$ cat config.mk
export PLATFORM = sky130hd
export DESIGN_NAME = clock_ratio_strap_decoder
export DESIGN_NICKNAME = d
export VERILOG_FILES = /design/src/core/clock_ratio_strap_decoder.v
export VERILOG_INCLUDE_DIRS = /design/src /design/src/core
export SDC_FILE = /design/constraint.sdc
export NUM_CORES = 1
export LEC_CHECK = 0
export BUFFER_PORTS_ARGS = -buffer_cell sky130_fd_sc_hd__buf_4
export CORE_MARGIN = 2
export CORE_UTILIZATION = 30
export DETAILED_ROUTE_END_ITERATION = 7
export GPL_ROUTABILITY_DRIVEN = 0
export PLACE_DENSITY_LB_ADDON = 0.25
export SLEW_MARGIN = 25
export SYNTH_ARGS = -nofsm -noshare
export SYNTH_HDL_FRONTEND = slang
export SYNTH_SLANG_ARGS = --single-unit
$ cat constraint.sdc
create_clock -name clk_i -period 5 [get_ports clk_i]
set_input_delay 1 -clock clk_i [delete_from_list [all_inputs] [get_ports clk_i]]
set_output_delay 1 -clock clk_i [all_outputs]
set_load 0.03 [all_outputs]
$ cat src/core/clk_strap_consts.vh
// Constants for the power-up clock ratio strap decoder
`ifndef CLK_STRAP_CONSTS_VH
`define CLK_STRAP_CONSTS_VH

// ============================================================
// Register byte offsets
`define REG_CTRL_OFS        8'h00
`define REG_PLAT_OFS        8'h04
`define REG_CORE0_OFS       8'h08
`define REG_CORE1_OFS       8'h0C
`define REG_MEM_OFS         8'h10
`define REG_STATUS_OFS      8'h14
`define REG_STRAPS_OFS      8'h18

// ============================================================
// Field positions
`define CTRL_RESAMPLE_BIT   0
`define CTRL_MCLK_EN_BIT    1
`define STAT_LATCHED_BIT    0
`define STAT_PLAT_BAD_BIT   1
`define STAT_CORE0_BAD_BIT  2
`define STAT_CORE1_BAD_BIT  3
`define STAT_SYNC_BIT       4
`define STAT_CFG_BAD_BIT    5
`define RATIO_NUM_LSB       0
`define RATIO_DEN_LSB       8

// ============================================================
// Reset values
`define CTRL_RESET          2'h2

// ============================================================
// Strap codes
`define MEM_SYNC_CODE       3'h7
`define CORE_RSVD_MAX       3'h2
`define PLAT_RSVD_MIN       3'h6

// ============================================================
// Timing: cycles counted after reset or resample before latching
`define SETTLE_CYCLES       4'h8

`endif

$ cat src/core/clock_ratio_strap_decoder.v
// Power-up strap sampling, ratio decode and memory clock mode logic
//
// Register access over Wishbone and the register offsets were chosen for this implementation.
`timescale 1ns/100ps
`include "clk_strap_consts.vh"

// How it works
// - Platform clock equals core complex bus clock
// - Platform ratio from three strap bits
// - Platform codes 4,5,6,8,10,12; 110/111 reserved
// - Each core ratio decoded independently
// - Core0 code from msb, mid, lsb straps
// - Core codes 3:2..7:2; 000-010 reserved
// - Core1 uses same table, own straps
// - Sync mode: memory clock half platform
// - Async mode: clock from memory PLL reference
// - Memory clock outputs at half data rate; logic gives half the PLL reference in async mode
// - Memory ratio codes 3..14; 111 is sync
// - Both memory controllers share one mode
module clock_ratio_strap_decoder #(
	parameter MCK_OUTS = 6
) (
	input  wire                clk_i,
	input  wire                rst_i,
	input  wire [2:0]          platform_ratio_strap_i,
	input  wire                core0_ratio_strap_msb_i,
	input  wire                core0_ratio_strap_mid_i,
	input  wire                core0_ratio_strap_lsb_i,
	input  wire                core1_ratio_strap_msb_i,
	input  wire                core1_ratio_strap_mid_i,
	input  wire                core1_ratio_strap_lsb_i,
	input  wire                memory_ratio_strap_msb_i,
	input  wire                memory_ratio_strap_mid_i,
	input  wire                memory_ratio_strap_lsb_i,
	input  wire                memory_pll_reference_clock_i,
	input  wire                wb_cyc_i,
	input  wire                wb_stb_i,
	input  wire                wb_we_i,
	input  wire [7:0]          wb_adr_i,
	input  wire [3:0]          wb_sel_i,
	input  wire [31:0]         wb_dat_i,
	output reg  [31:0]         wb_dat_o,
	output reg                 wb_ack_o,
	output wire                platform_bus_clock_en_o,
	output reg  [MCK_OUTS-1:0] memory_bus_clock_out_o,
	output wire                memory_sync_mode_o,
	output wire                config_invalid_o
);

	// ============================================================
	// Strap synchronisers: three stages, change once stages 2 and 3 agree
	reg  [11:0] s1_reg;
	reg  [11:0] s2_reg;
	reg  [11:0] s3_reg;
	reg  [11:0] stable_reg;
	reg         mclk_s1_reg;
	reg         mclk_s2_reg;
	reg         mclk_s3_reg;
	wire [11:0] strap_raw;

	assign strap_raw = {platform_ratio_strap_i,
		core0_ratio_strap_msb_i, core0_ratio_strap_mid_i, core0_ratio_strap_lsb_i,
		core1_ratio_strap_msb_i, core1_ratio_strap_mid_i, core1_ratio_strap_lsb_i,
		memory_ratio_strap_msb_i, memory_ratio_strap_mid_i, memory_ratio_strap_lsb_i};

	// Sync chains; stable copy updates only on agreement of later stages
	always @(posedge clk_i) begin
		if (rst_i) begin
			s1_reg      <= 12'h000;
			s2_reg      <= 12'h000;
			s3_reg      <= 12'h000;
			stable_reg  <= 12'h000;
			mclk_s1_reg <= 1'b0;
			mclk_s2_reg <= 1'b0;
			mclk_s3_reg <= 1'b0;
		end else begin
			s1_reg      <= strap_raw;
			s2_reg      <= s1_reg;
			s3_reg      <= s2_reg;
			mclk_s1_reg <= memory_pll_reference_clock_i;
			mclk_s2_reg <= mclk_s1_reg;
			mclk_s3_reg <= mclk_s2_reg;
			if (s2_reg == s3_reg) begin
				stable_reg <= s3_reg;
			end
		end
	end

	// ============================================================
	// Latch after the straps settle following reset release
	reg  [3:0]  settle_reg;
	reg         latched_reg;
	reg  [2:0]  plat_code_reg;
	reg  [2:0]  core0_code_reg;
	reg  [2:0]  core1_code_reg;
	reg  [2:0]  mem_code_reg;
	reg  [1:0]  ctrl_reg;
	wire        resample_req;

	assign resample_req = wb_cyc_i & wb_stb_i & wb_we_i & ~wb_ack_o & wb_sel_i[0]
		& (wb_adr_i == `REG_CTRL_OFS) & wb_dat_i[`CTRL_RESAMPLE_BIT];

	// Codes held until next reset or CTRL resample write; sampling is clocked, never async
	always @(posedge clk_i) begin
		if (rst_i) begin
			settle_reg     <= 4'h0;
			latched_reg    <= 1'b0;
			plat_code_reg  <= 3'h0;
			core0_code_reg <= 3'h0;
			core1_code_reg <= 3'h0;
			mem_code_reg   <= 3'h0;
		end else if (resample_req) begin
			settle_reg  <= 4'h0;
			latched_reg <= 1'b0;
		end else if (!latched_reg) begin
			if (settle_reg == `SETTLE_CYCLES) begin
				latched_reg    <= 1'b1;
				plat_code_reg  <= stable_reg[11:9];
				core0_code_reg <= stable_reg[8:6];
				core1_code_reg <= stable_reg[5:3];
				mem_code_reg   <= stable_reg[2:0];
			end else begin
				settle_reg <= settle_reg + 4'h1;
			end
		end
	end

	// ============================================================
	// Ratio decode: numerator / denominator pairs
	reg  [7:0]  plat_num;
	reg  [7:0]  core0_num;
	reg  [7:0]  core1_num;
	reg  [7:0]  mem_num;
	wire        plat_bad;
	wire        core0_bad;
	wire        core1_bad;
	wire        mem_sync;

	// Platform to reference clock multiplier
	always @* begin
		case (plat_code_reg)
		3'h0: plat_num = 8'h04;
		3'h1: plat_num = 8'h05;
		3'h2: plat_num = 8'h06;
		3'h3: plat_num = 8'h08;
		3'h4: plat_num = 8'h0A;
		3'h5: plat_num = 8'h0C;
		default: plat_num = 8'h00;
		endcase
	end

	// Core ratios, numerator over 2: 3:2 is 3, 2:1 is 4
	always @* begin
		case (core0_code_reg)
		3'h3: core0_num = 8'h03;
		3'h4: core0_num = 8'h04;
		3'h5: core0_num = 8'h05;
		3'h6: core0_num = 8'h06;
		3'h7: core0_num = 8'h07;
		default: core0_num = 8'h00;
		endcase
		case (core1_code_reg)
		3'h3: core1_num = 8'h03;
		3'h4: core1_num = 8'h04;
		3'h5: core1_num = 8'h05;
		3'h6: core1_num = 8'h06;
		3'h7: core1_num = 8'h07;
		default: core1_num = 8'h00;
		endcase
	end

	// Memory data rate to memory PLL reference ratio
	always @* begin
		case (mem_code_reg)
		3'h0: mem_num = 8'h03;
		3'h1: mem_num = 8'h04;
		3'h2: mem_num = 8'h06;
		3'h3: mem_num = 8'h08;
		3'h4: mem_num = 8'h0A;
		3'h5: mem_num = 8'h0C;
		3'h6: mem_num = 8'h0E;
		default: mem_num = 8'h00;
		endcase
	end

	assign plat_bad  = (plat_code_reg >= `PLAT_RSVD_MIN);
	assign core0_bad = (core0_code_reg <= `CORE_RSVD_MAX);
	assign core1_bad = (core1_code_reg <= `CORE_RSVD_MAX);
	assign mem_sync  = (mem_code_reg == `MEM_SYNC_CODE);

	assign memory_sync_mode_o = latched_reg & mem_sync;
	assign config_invalid_o   = latched_reg & (plat_bad | core0_bad | core1_bad);

	// ============================================================
	// Platform clock enable: same clock drives platform and core bus
	assign platform_bus_clock_en_o = latched_reg;

	// ============================================================
	// Memory bus clock: one shared toggle feeds all outputs
	reg  mck_reg;
	wire mclk_rise;

	// Edge of the memory PLL clock, read only from later stages
	assign mclk_rise = mclk_s2_reg & ~mclk_s3_reg;

	// Both controllers share one mode, so a single toggle suffices
	always @(posedge clk_i) begin
		if (rst_i) begin
			mck_reg <= 1'b0;
		end else if (!latched_reg || !ctrl_reg[`CTRL_MCLK_EN_BIT]) begin
			mck_reg <= 1'b0;
		end else if (mem_sync) begin
			mck_reg <= ~mck_reg;
		end else if (mclk_rise) begin
			mck_reg <= ~mck_reg;
		end
	end

	// Fan out to every output; half clk_i in sync mode, half the PLL reference in async mode
	genvar gi;
	generate
		for (gi = 0; gi < MCK_OUTS; gi = gi + 1) begin : g_mck
			always @(posedge clk_i) begin
				if (rst_i) begin
					memory_bus_clock_out_o[gi] <= 1'b0;
				end else begin
					memory_bus_clock_out_o[gi] <= mck_reg;
				end
			end
		end
	endgenerate

	// ============================================================
	// Wishbone classic slave: ack one cycle after strobe
	wire        wb_req;
	reg  [31:0] rd_data;

	assign wb_req = wb_cyc_i & wb_stb_i & ~wb_ack_o;

	// Read mux; unmapped offsets read zero
	always @* begin
		case (wb_adr_i)
		`REG_CTRL_OFS:   rd_data = {30'h00000000, ctrl_reg};
		`REG_PLAT_OFS:   rd_data = {16'h0000, 8'h01, plat_num};
		`REG_CORE0_OFS:  rd_data = {16'h0000, 8'h02, core0_num};
		`REG_CORE1_OFS:  rd_data = {16'h0000, 8'h02, core1_num};
		`REG_MEM_OFS:    rd_data = {16'h0000, 8'h01, mem_num};
		`REG_STATUS_OFS: rd_data = {26'h0000000, config_invalid_o, mem_sync,
			core1_bad, core0_bad, plat_bad, latched_reg};
		`REG_STRAPS_OFS: rd_data = {20'h00000, plat_code_reg, core0_code_reg,
			core1_code_reg, mem_code_reg};
		default:         rd_data = 32'h00000000;
		endcase
	end

	// Ack, read data capture and control register write
	always @(posedge clk_i) begin
		if (rst_i) begin
			wb_ack_o <= 1'b0;
			wb_dat_o <= 32'h00000000;
			ctrl_reg <= `CTRL_RESET;
		end else begin
			wb_ack_o <= wb_req;
			if (wb_req && !wb_we_i) begin
				wb_dat_o <= rd_data;
			end
			if (wb_req && wb_we_i && wb_sel_i[0] && (wb_adr_i == `REG_CTRL_OFS)) begin
				ctrl_reg <= {wb_dat_i[`CTRL_MCLK_EN_BIT], 1'b0};
			end
		end
	end

endmodule // clock_ratio_strap_decoder

== Yosys cells after proc, flatten, opt, wreduce, memory -nomap -nowiden ==
Index checks and enable logic that the tools add are counted.

* Add/subtract/negate cells: 1
* $lt $le $gt $ge: 3
* Eq/ne operators: 30
* Mux-type cells: 9
* Bitwise gates (word level): 18
* Reductions and logical operators: 16

{| class="wikitable"
|+ Operator list
! cell !! count
|-
| 12-bit case mux with 7 select lines || 1
|-
| 3-bit == test, second input constant || 14
|-
| 3-bit case mux with 5 select lines || 2
|-
| 4-bit case mux with 7 select lines || 1
|-
| 8-bit by 5-bit == test with 1-bit output, second input constant || 3
|-
| 4-bit case mux with 6 select lines || 1
|-
| 3-bit by 2-bit == test with 1-bit output, second input constant || 6
|-
| 8-bit by 4-bit == test with 1-bit output, second input constant || 2
|-
| 12-bit == test || 1
|-
| 1-bit AND || 10
|-
| 8-bit by 3-bit == test with 1-bit output, second input constant || 1
|-
| 8-bit logical NOT || 1
|-
| 3-bit by 1-bit == test with 1-bit output, second input constant || 2
|-
| 3-bit by 2-bit <= comparator with 1-bit output, second input constant || 2
|-
| 3-bit logical NOT || 2
|-
| 1-bit inverter || 6
|-
| 4-bit by 1-bit adder with 4-bit output, second input constant || 1
|-
| 4-bit == test, second input constant || 1
|-
| 1-bit logical AND || 4
|-
| 1-bit two-way mux || 4
|-
| 2-bit OR reduction || 2
|-
| 3-bit greater-or-equal comparator, second input constant || 1
|-
| 1-bit logical NOT || 3
|-
| 3-bit AND reduction || 1
|-
| 4 further kinds || 5
|}

* Bits in registers: 104

== Longest topological paths before layout ==
Gate-level depths: netlist (run 1).

* Word-level depth: 8
* Depth in mapped cells: 7
* Gate-level depth less buffers: 6

== Worst setup path after synthesis (run 1) ==
No wires, ideal clock.

* Kind: input to register
* Start: in wb_adr_i[1]
* End: reg core0_code_reg[0]
* Arrival: 2.374 ns
* Data required time: 4.872 ns
* Setup slack: 2.499 ns
* Stages on the path: 6
* Path buffers: 1
* Cells stage by stage: or4_4 nor4_4 a2111oi_2 buf_6 mux2i_1 nor2_1

* Cells in the longest elaborated chain, start to end: 5

{| class="wikitable"
|+ RTL lines
! element !! line !! RTL
|-
| start: declaration || clock_ratio_strap_decoder.v:39 || <nowiki>input wire [7:0] wb_adr_i,</nowiki>
|-
| 8-bit logical NOT || -- ||
|-
| 1-bit AND (2 in a row) || clock_ratio_strap_decoder.v:100 || <nowiki>assign resample_req = wb_cyc_i & wb_stb_i & wb_we_i & ~wb_ack_o & wb_sel_i[0]</nowiki>
|-
| 1-bit inverter (no line) || -- ||
|-
| 3-bit AND reduction (no line) || -- ||
|-
| end signal: assignment || clock_ratio_strap_decoder.v:119 || <nowiki>core0_code_reg <= stable_reg[8:6];</nowiki>
|-
| end: declaration || clock_ratio_strap_decoder.v:94 || <nowiki>reg [2:0] core0_code_reg;</nowiki>
|}

No other way between the ends.
A chain may end at the register's enable or synchronous reset.

== Final worst setup path (run 1) ==
* Start: in wb_adr_i[1]
* End: reg core0_code_reg[2]

Same word-level chain as after synthesis.

==> impl_metrics.json, run 1 <==
{
  "synth_most_common_cell": "dfxtp_1",
  "die_w_um": 111,
  "synth-edff-count": 0,
  "fin_total_pwr_mw": 1.40,
  "io_pins": 104,
  "vdd_ir_drop_max_mv": 0.155,
  "clock_skew_ns": 0.00836,
  "syn_to_final_growth_pct": 19.4,
  "drv_cap": 0,
  "power_switching_mw": 0.325,
  "async_flop_share_pct": 0,
  "synth_area_per_cell_um2": 9.60,
  "synth_cell_types": 49,
  "clk_pin_slew_worst_paths_ns": 0.06,
  "synth_cells": 361,
  "cts_hold_buf": 0,
  "finalNetCount": 466,
  "dp.cells": 533,
  "drive_gt1_share_pct": 17.5,
  "post_cts_buffers": 0,
  "hpwlAfterDp_um": 4600,
  "yosysSeqAreaShare_pct": 48.5,
  "max_freq_mhz": 389,
  "postPlaceCellArea_um2": 3850,
  "grt_usage_pct": 10.8,
  "comb_power_share_pct": 7.3,
  "grt_setup_unrepaired": "false",
  "root_buffer": "clkbuf_16",
  "fin_cells": 549,
  "yosys_warnings": 0,
  "synth_fa_ha_area_share_pct": 0.722,
  "synth_top_cell_area_share_pct": 48.5,
  "grt_first_pass_wirelength_um": 11000,
  "overflow": 0,
  "cts_tree": "done",
  "drc": 0,
  "arrival_ns": 2.74,
  "htree_num_levels": 3,
  "cts_made_buffers": 9,
  "setup_viol": 0,
  "core_um2": 11300,
  "hold_class": "reg2reg",
  "place_ws_ns": 2.09,
  "period_minus_slack_ns": 2.57,
  "grt_max_degree": 77,
  "clockPowerShare_pct": 43.1,
  "worst_ep_required_time_ns": 5.18,
  "viasPerCell": 4.46,
  "synth-main-ff-cell": "dfxtp_1",
  "fin_crit_sh_pct": 51.4,
  "ys_seq_elements": 84,
  "cts.repair.resized": 0,
  "clock-sinks": 84,
  "dr.pass1.iters": 4,
  "hp-start": "mclk_s2_reg",
  "final_core_util_pct": 36.5,
  "diodes": 0,
  "drt-total-wl_um": 6480,
  "synth_area_leader_cell": "dfxtp_1",
  "p_int_mw": 1.08,
  "crit_start": "wb_adr_i[1]",
  "num_vias": 2450,
  "power_frac_seq_pct": 49.6,
  "synth_top_family_by_area": "simple AND/OR/NAND/NOR gates",
  "numPortBuffers": 50,
  "synth-compound-area-share_pct": 9.61,
  "worstPathMaxFanout": 9,
  "slew_headroom_pct": 33.7,
  "whs_ns": 0.426,
  "total_leakage_power_nw": 1.73,
  "syn-cell-area_um2": 3460,
  "hold_violations": 0,
  "setup_tns_ns": 0,
  "synthMuxAreaShare_pct": 7.22,
  "die_y_um": 111,
  "reg2reg_from": "s3_reg[7]",
  "clock_latency_ns": 0.33,
  "wl_per_cell_um": 11.8,
  "sw_frac_of_total_pct": 23.2,
  "tightestPinTransition_ns": 0.981,
  "drv_slew": 0,
  "setup_ws_ns": 2.43,
  "rows": 39,
  "yosys-top-cells-count": "84 x dfxtp_1, 44 x nor2_1, 42 x nor2b_1",
  "start_util_pct": 30.6,
  "powerDensity_nw_per_um2": 339,
  "max-clock-path-buffers": 2,
  "synth_xor_area_share_pct": 4.80,
  "cp-start-kind": "input port",
  "status": "finished, final reports clean",
  "antenna_found_initial": 0,
  "grt_pass1_vias": 2230,
  "postLayoutCellArea_um2": 4140,
  "cp-end-kind": "register",
  "synth-simple-area-share_pct": 20.6,
  "die-area_um2": 12400,
  "synth_area_leaders": "dfxtp_1 49%, nor2b_1 7.6%, mux2i_1 7.2%",
  "ant_nets": 0,
  "crit_type": "in2reg",
  "drtIter0Drc": 77
}
-- worst paths after layout --
check,endpoint,slack [ns],depth (start not counted)
hold reg to reg,mclk_s3_reg,0.43,2
hold / removal,mclk_s3_reg,0.43,2
setup reg to reg,stable_reg[8],3.06,5
setup / recovery,core0_code_reg[2],2.43,7
-- cell usage in the layout, fill, tap and decap left out, types with 3 or more instances in the layout --
cell       Yosys  routed
dfxtp_1       84      84
buf_4         25      52
nor2_1        44      44
nor2b_1       42      42
mux2i_1       25      25
conb_1         1      20
nand2_1       15      15
xor2_1        14      14
o21ai_0       11      11
inv_1          9       9
a22oi_1        9       9
clkbuf_16      0       9
a21oi_1        7       7
nor4_1         6       6
xnor2_1        5       5
nand3_1        4       4
nor3_1         4       4
o211ai_1       3       3
a211oi_1       3       3
-- power groups by stage --
stage / clock, mW / sequential, mW / combinational, mW
after floorplan: 0 / 0.709 / 0.0834
final: 0.604 / 0.695 / 0.102
after CTS: 0.623 / 0.695 / 0.104
after global placement: 0 / 0.709 / 0.101
after detailed placement: 0 / 0.710 / 0.103
after global routing: 0.648 / 0.697 / 0.113
-- worst max-delay path: stages --
cell	delay [ns]
buf_4	0.14
or4_4	0.56
nor4_4	0.44
a2111oi_4	0.17
buf_4	0.22
mux2i_1	0.15
nor2_1	0.06
-- cells by family after synthesis --
kind of cell,count (synthesis)
other cells,1
simple gates,132
buf+inv,50
mux,25
xor+xnor,19
fa+ha+maj,2
flops,84
compound gates,48
-- area by class of cell --
cell class	count	area [um^2]
inverter	9	33.8
multi-input combinational	246	1580
tap	143	179
sequential	84	1680
clock inverter	4	33.8
timing repair buffer	52	390
fill	1156	7180
clock buffer	11	243
-- metal layers --
metal | global-route usage [%] | share of wire (%) | vias up
met5 | 0 | 0 | -
met2 | 16.4 | 44 | 80
met3 | 3.97 | 7.3 | 13
met1 | 14.0 | 47 | 1089
li1 | - | - | 1268
met4 | 4.36 | 1.8 | 0
Note: power is estimated with default switching activity, not from simulation.
==> inputs of run 2 (changes only) <==
--- a/config.mk
+++ b/config.mk
@@ -6,6 +6,7 @@
 export SDC_FILE = /design/constraint.sdc
 export NUM_CORES = 1
 export LEC_CHECK = 0
+export ABC_AREA = 1
 export BUFFER_PORTS_ARGS = -buffer_cell sky130_fd_sc_hd__buf_4
 export CORE_MARGIN = 2
 export CORE_UTILIZATION = 30
==> constraint.sdc (replaced) <==
create_clock -name clk_i -period 2.3 [get_ports clk_i]
set_input_delay 0.46 -clock clk_i [delete_from_list [all_inputs] [get_ports clk_i]]
set_output_delay 0.46 -clock clk_i [all_outputs]
set_load 0.03 [all_outputs]
==> impl_metrics.json, run 2 <==
{
  "async_flop_share_pct": 0,
  "drv_slew": 0,
  "cts_hold_buf": 0,
  "grt_setup_unrepaired": "false",
  "synth_cells": 537,
  "clock-sinks": 84,
  "synth-edff-count": 0,
  "yosysSeqAreaShare_pct": 44.3,
  "power_frac_seq_pct": 45.0,
  "whs_ns": 0.323,
  "synth_area_leaders": "dfxtp_1 44%, inv_1 9.9%, nand2_1 9.5%",
  "synth_top_cell_area_share_pct": 44.3,
  "drt-total-wl_um": 7150,
  "powerDensity_nw_per_um2": 750,
  "layout_commonest_cell": "inv_1",
  "die-area_um2": 13600,
  "period_minus_slack_ns": 1.87,
  "grt_first_pass_wirelength_um": 12400,
  "drv_cap": 0,
  "hpwlAfterDp_um": 5440,
  "worstPathMaxFanout": 5,
  "cts.repair.resized": 0,
  "total_leakage_power_nw": 2.14,
  "max_freq_mhz": 536,
  "setup_ws_ns": 0.434,
  "max-clock-path-buffers": 2,
  "drc": 0,
  "yosys_warnings": 0,
  "die_y_um": 116,
  "rrSetupSlack_ns": 0.63,
  "status": "finished, final reports clean",
  "worst_ep_required_time_ns": 1.84,
  "cp-start-kind": "register",
  "path_cells": "nor2_1 -> nor2_1 -> nand3_1 -> nand2_1 -> inv_1 -> buf_4",
  "viasPerCell": 3.98,
  "r2r-end": "core0_code_reg[1]",
  "hp-start": "memory_ratio_strap_lsb_i",
  "comb_power_share_pct": 9.0,
  "setup_viol": 0,
  "rows": 41,
  "hold_class": "in2reg",
  "cts_tree": "done",
  "vdd_ir_drop_max_mv": 0.478,
  "diodes": 0,
  "cp-end-kind": "output pin",
  "dr.pass1.iters": 4,
  "max_stage_delay_ns": 0.44,
  "synth-main-ff-cell": "dfxtp_1",
  "start_util_pct": 30.5,
  "arrival_ns": 1.41,
  "core_um2": 12500,
  "drtIter0Drc": 94,
  "synth_area_leader_cell": "dfxtp_1",
  "clock_skew_ns": 0.00446,
  "reg2reg_depth": 7,
  "crit_type": "reg2out",
  "setup_tns_ns": 0,
  "wl_per_cell_um": 9.42,
  "finalNetCount": 646,
  "p_int_mw": 2.63,
  "drive_gt1_share_pct": 16.0,
  "slowest_stage": "dfxtp_1",
  "cts_made_buffers": 9,
  "hold_violations": 0,
  "clk_pin_slew_worst_paths_ns": 0.06,
  "syn_to_final_growth_pct": 20.2,
  "grt_max_degree": 31,
  "io_pins": 104,
  "path_common_cell": "nor2_1",
  "sw_frac_of_total_pct": 23.1,
  "ys_seq_elements": 84,
  "syn-cell-area_um2": 3800,
  "grt_pass1_vias": 2856,
  "clockPowerShare_pct": 46.0,
  "numPortBuffers": 50,
  "fin_total_pwr_mw": 3.42,
  "final_cell_mix": "100 x inv_1, 96 x nand2_1, 92 x nor2_1",
  "ant_nets": 0,
  "post_cts_buffers": 0,
  "holdPathStages": 3,
  "root_buffer": "clkbuf_16",
  "fin_crit_sh_pct": 81.1,
  "power_switching_mw": 0.791,
  "yosys-top-cells-count": "100 x inv_1, 96 x nand2_1, 92 x nor2_1",
  "reg2reg_from": "settle_reg[0]",
  "die_w_um": 116,
  "postPlaceCellArea_um2": 4230,
  "grt_usage_pct": 11.7,
  "clock_latency_ns": 0.34,
  "synth_cell_types": 29,
  "num_vias": 3020,
  "overflow": 0,
  "postLayoutCellArea_um2": 4560,
  "place_ws_ns": 0.399,
  "antenna_found_initial": 0,
  "hold_path_end": "s1_reg[0]",
  "synth_most_common_cell": "inv_1",
  "htree_num_levels": 3,
  "synth_area_per_cell_um2": 7.07
}
run 2: cells by family after synthesis:
| family | count (synthesis) | share of synthesized area, % |
|---|---|---|
| compound gates | 51 | 7.65 |
| flops | 84 | 44.3 |
| fa+ha+maj | 2 | 0.659 |
| simple gates | 247 | 28.0 |
| other cells | 1 | 0.0988 |
| xor+xnor | 9 | 2.08 |
| buf+inv | 143 | 17.2 |
run 2: worst max-delay path by stage:
stage                                       start                 end  slack, ns  cells past startpoint
final                           core1_code_reg[2]    config_invalid_o       0.43                      6
after global routing            core1_code_reg[2]    config_invalid_o       0.29                      6
after CTS                       core1_code_reg[2]    config_invalid_o       0.42                      6
after detailed placement              wb_adr_i[1]    plat_code_reg[0]       0.40                      8
after global placement                wb_adr_i[1]    plat_code_reg[0]       0.45                      8
after floorplan           platform_bus_clock_en_o  memory_sync_mode_o       0.76                      2
run 2: critical path, delay by kind of cell, from the launching register on:
kind,cells,cell delay [ns]
flops,1,0.44
buf+inv,2,0.20
simple gates,4,0.42
run 2: metal layers:
layer	vias up	global-route usage (%)	wire, um
met4	0	4.05	96
met1	1290	13.5	3380
met2	63	20.1	3270
met3	9	4.05	409
li1	1658	-	-
met5	-	0	0
run 2: area by class of cell:
type	count	area, um^2
clock buffer	11	253
clock inverter	5	83.8
fill	1329	7900
inverter	103	387
multi-input combinational	329	1530
sequential	84	1680
tap	172	215
timing repair buffer	55	413
run 2: power groups by stage:
stage,Sequential (mW),Clock (mW),Combinational [mW]
after global routing,1.55,1.68,0.358
after CTS,1.54,1.63,0.312
after detailed placement,1.57,0,0.310
after global placement,1.57,0,0.307
after floorplan,1.57,0,0.258
final,1.54,1.58,0.308
run 2: metrics by stage:
step,util (%),std cells
after CTS,36.6,759
after global placement,33.9,743
after global routing,36.6,759
after floorplan,-,556
final,36.6,759
after detailed placement,33.9,743
==> inputs of run 3 (changes only) <==
==> constraint.sdc (replaced) <==
create_clock -name clk_i -period 1.7 [get_ports clk_i]
set_input_delay 0.34 -clock clk_i [delete_from_list [all_inputs] [get_ports clk_i]]
set_output_delay 0.34 -clock clk_i [all_outputs]
set_load 0.03 [all_outputs]
==> impl_metrics.json, run 3 (synthesis gave the netlist of run 2 again) <==
{
  "fin_cells": 761,
  "layout_commonest_cell": "inv_1",
  "wl_met3_um": 412,
  "io_pins": 104,
  "hpwlAfterDp_um": 5380,
  "crit_buf_inv": 2,
  "dr.pass1.iters": 4,
  "drt-total-wl_um": 7200,
  "cts_made_buffers": 9,
  "crit_type": "reg2out",
  "hold_class": "in2reg",
  "ant_nets": 0,
  "hold_violations": 0,
  "grt_max_degree": 31,
  "grt_first_pass_wirelength_um": 12200,
  "max_stage_delay_ns": 0.38,
  "final_core_util_pct": 36.9,
  "final_cell_mix": "100 x inv_1, 96 x nand2_1, 91 x nor2_1",
  "rrSetupSlack_ns": 0.23,
  "cts_hold_buf": 0,
  "drtIter0Drc": 123,
  "total_leakage_power_nw": 2.16,
  "drive_gt1_share_pct": 17.3,
  "whs_ns": 0.202,
  "overflow": 0,
  "clock_latency_ns": 0.34,
  "drv_slew": 0,
  "max_freq_mhz": 612,
  "dp.cells": 745,
  "drc": 0,
  "arrival_ns": 1.30,
  "vdd_ir_drop_max_mv": 0.593,
  "num_vias": 3020,
  "fin_crit_sh_pct": 96.2,
  "top_layer": "met4",
  "slowest_stage": "dfxtp_4",
  "powerDensity_nw_per_um2": 991,
  "htree_num_levels": 3,
  "diodes": 0,
  "path_cells": "nor2_1 -> nor2_1 -> nand3_1 -> nand2_1 -> inv_1 -> buf_4",
  "cp-start-kind": "register",
  "die_w_um": 116,
  "status": "finished, final reports clean",
  "numPortBuffers": 50,
  "grt_usage_pct": 11.5,
  "cp-end-kind": "output pin",
  "root_buffer": "clkbuf_16",
  "core_um2": 12500,
  "crit_family": "flip-flops",
  "grt_pass1_vias": 2755,
  "die-area_um2": 13600,
  "clock-sinks": 84,
  "period_minus_slack_ns": 1.64,
  "met2_length_um": 3210,
  "post_cts_buffers": 0,
  "worstPathMaxFanout": 5,
  "rows": 41,
  "die_y_um": 116,
  "max-clock-path-buffers": 2,
  "cts_tree": "done",
  "clock_skew_ns": 0.00675,
  "setup_viol": 0,
  "finalNetCount": 648,
  "worst_ep_required_time_ns": 1.36,
  "start_util_pct": 30.5,
  "viasPerCell": 3.97,
  "syn_to_final_growth_pct": 21.1,
  "wl_per_cell_um": 9.47,
  "path_common_cell": "nor2_1",
  "clk_pin_slew_worst_paths_ns": 0.06,
  "met1Wirelength_um": 3420,
  "drv_cap": 0,
  "antenna_found_initial": 0
}
[run 3: per-stage QoR]
stage / instance area [um^2] / setup TNS [ns] / total power [mW] / setup WS (ns)
after global placement: 4260 / 0 / 2.55 / 0.163
after global routing: 4600 / -0.00192 / 4.77 / -0.00192
after CTS: 4580 / 0 / 4.62 / 0.0107
after detailed placement: 4260 / 0 / 2.55 / 0.123
after floorplan: 3870 / 0 / 2.47 / 0.278
final: 4600 / 0 / 4.55 / 0.0648
[run 3: area by class of cell]
class | instances | area [um^2]
fillers | 1329 | 7870
flip-flops and latches | 84 | 1690
repair buffers | 57 | 440
inverters | 103 | 387
clock buffers | 13 | 280
well taps | 172 | 215
multi-input cells | 329 | 1540
clock inverters | 3 | 42.5
[run 3: path summary, 6_finish.rpt]
check	end	start	depth (start not counted)
hold reg to reg	s2_reg[8]	s1_reg[8]	2
setup / recovery	config_invalid_o	core1_code_reg[2]	6
setup reg to reg	settle_reg[3]	settle_reg[0]	8
hold / removal	s1_reg[2]	memory_ratio_strap_msb_i	3
[run 3: repair_timing]
| action | 4_1_cts | 5_1_grt |
|---|---|---|
| pin swaps | 0 | 2 |
| gates resized for setup | 1 | 7 |
| endpoints found under the setup margin | 1 | 5 |
[run 3: tightest hold or removal path, cell delays in order]
cell	delay (ns)
buf_4	0.07
inv_1	0.03
nor2_1	0.06
[run 3: power by group]
group	total (mW)	leakage [nW]	internal, mW	switching [mW]
combinational	0.427	1.32	0.154	0.274
clock	2.05	0.158	1.29	0.751
sequential	2.08	0.688	2.04	0.0378
total	4.55	2.16	3.49	1.06
[run 3: routing by layer]
metal,global-route usage (%),vias to the layer above
li1,-,1657
met1,13.6,1284
met2,19.0,62
met3,3.84,17
met4,4.92,0
met5,0,-
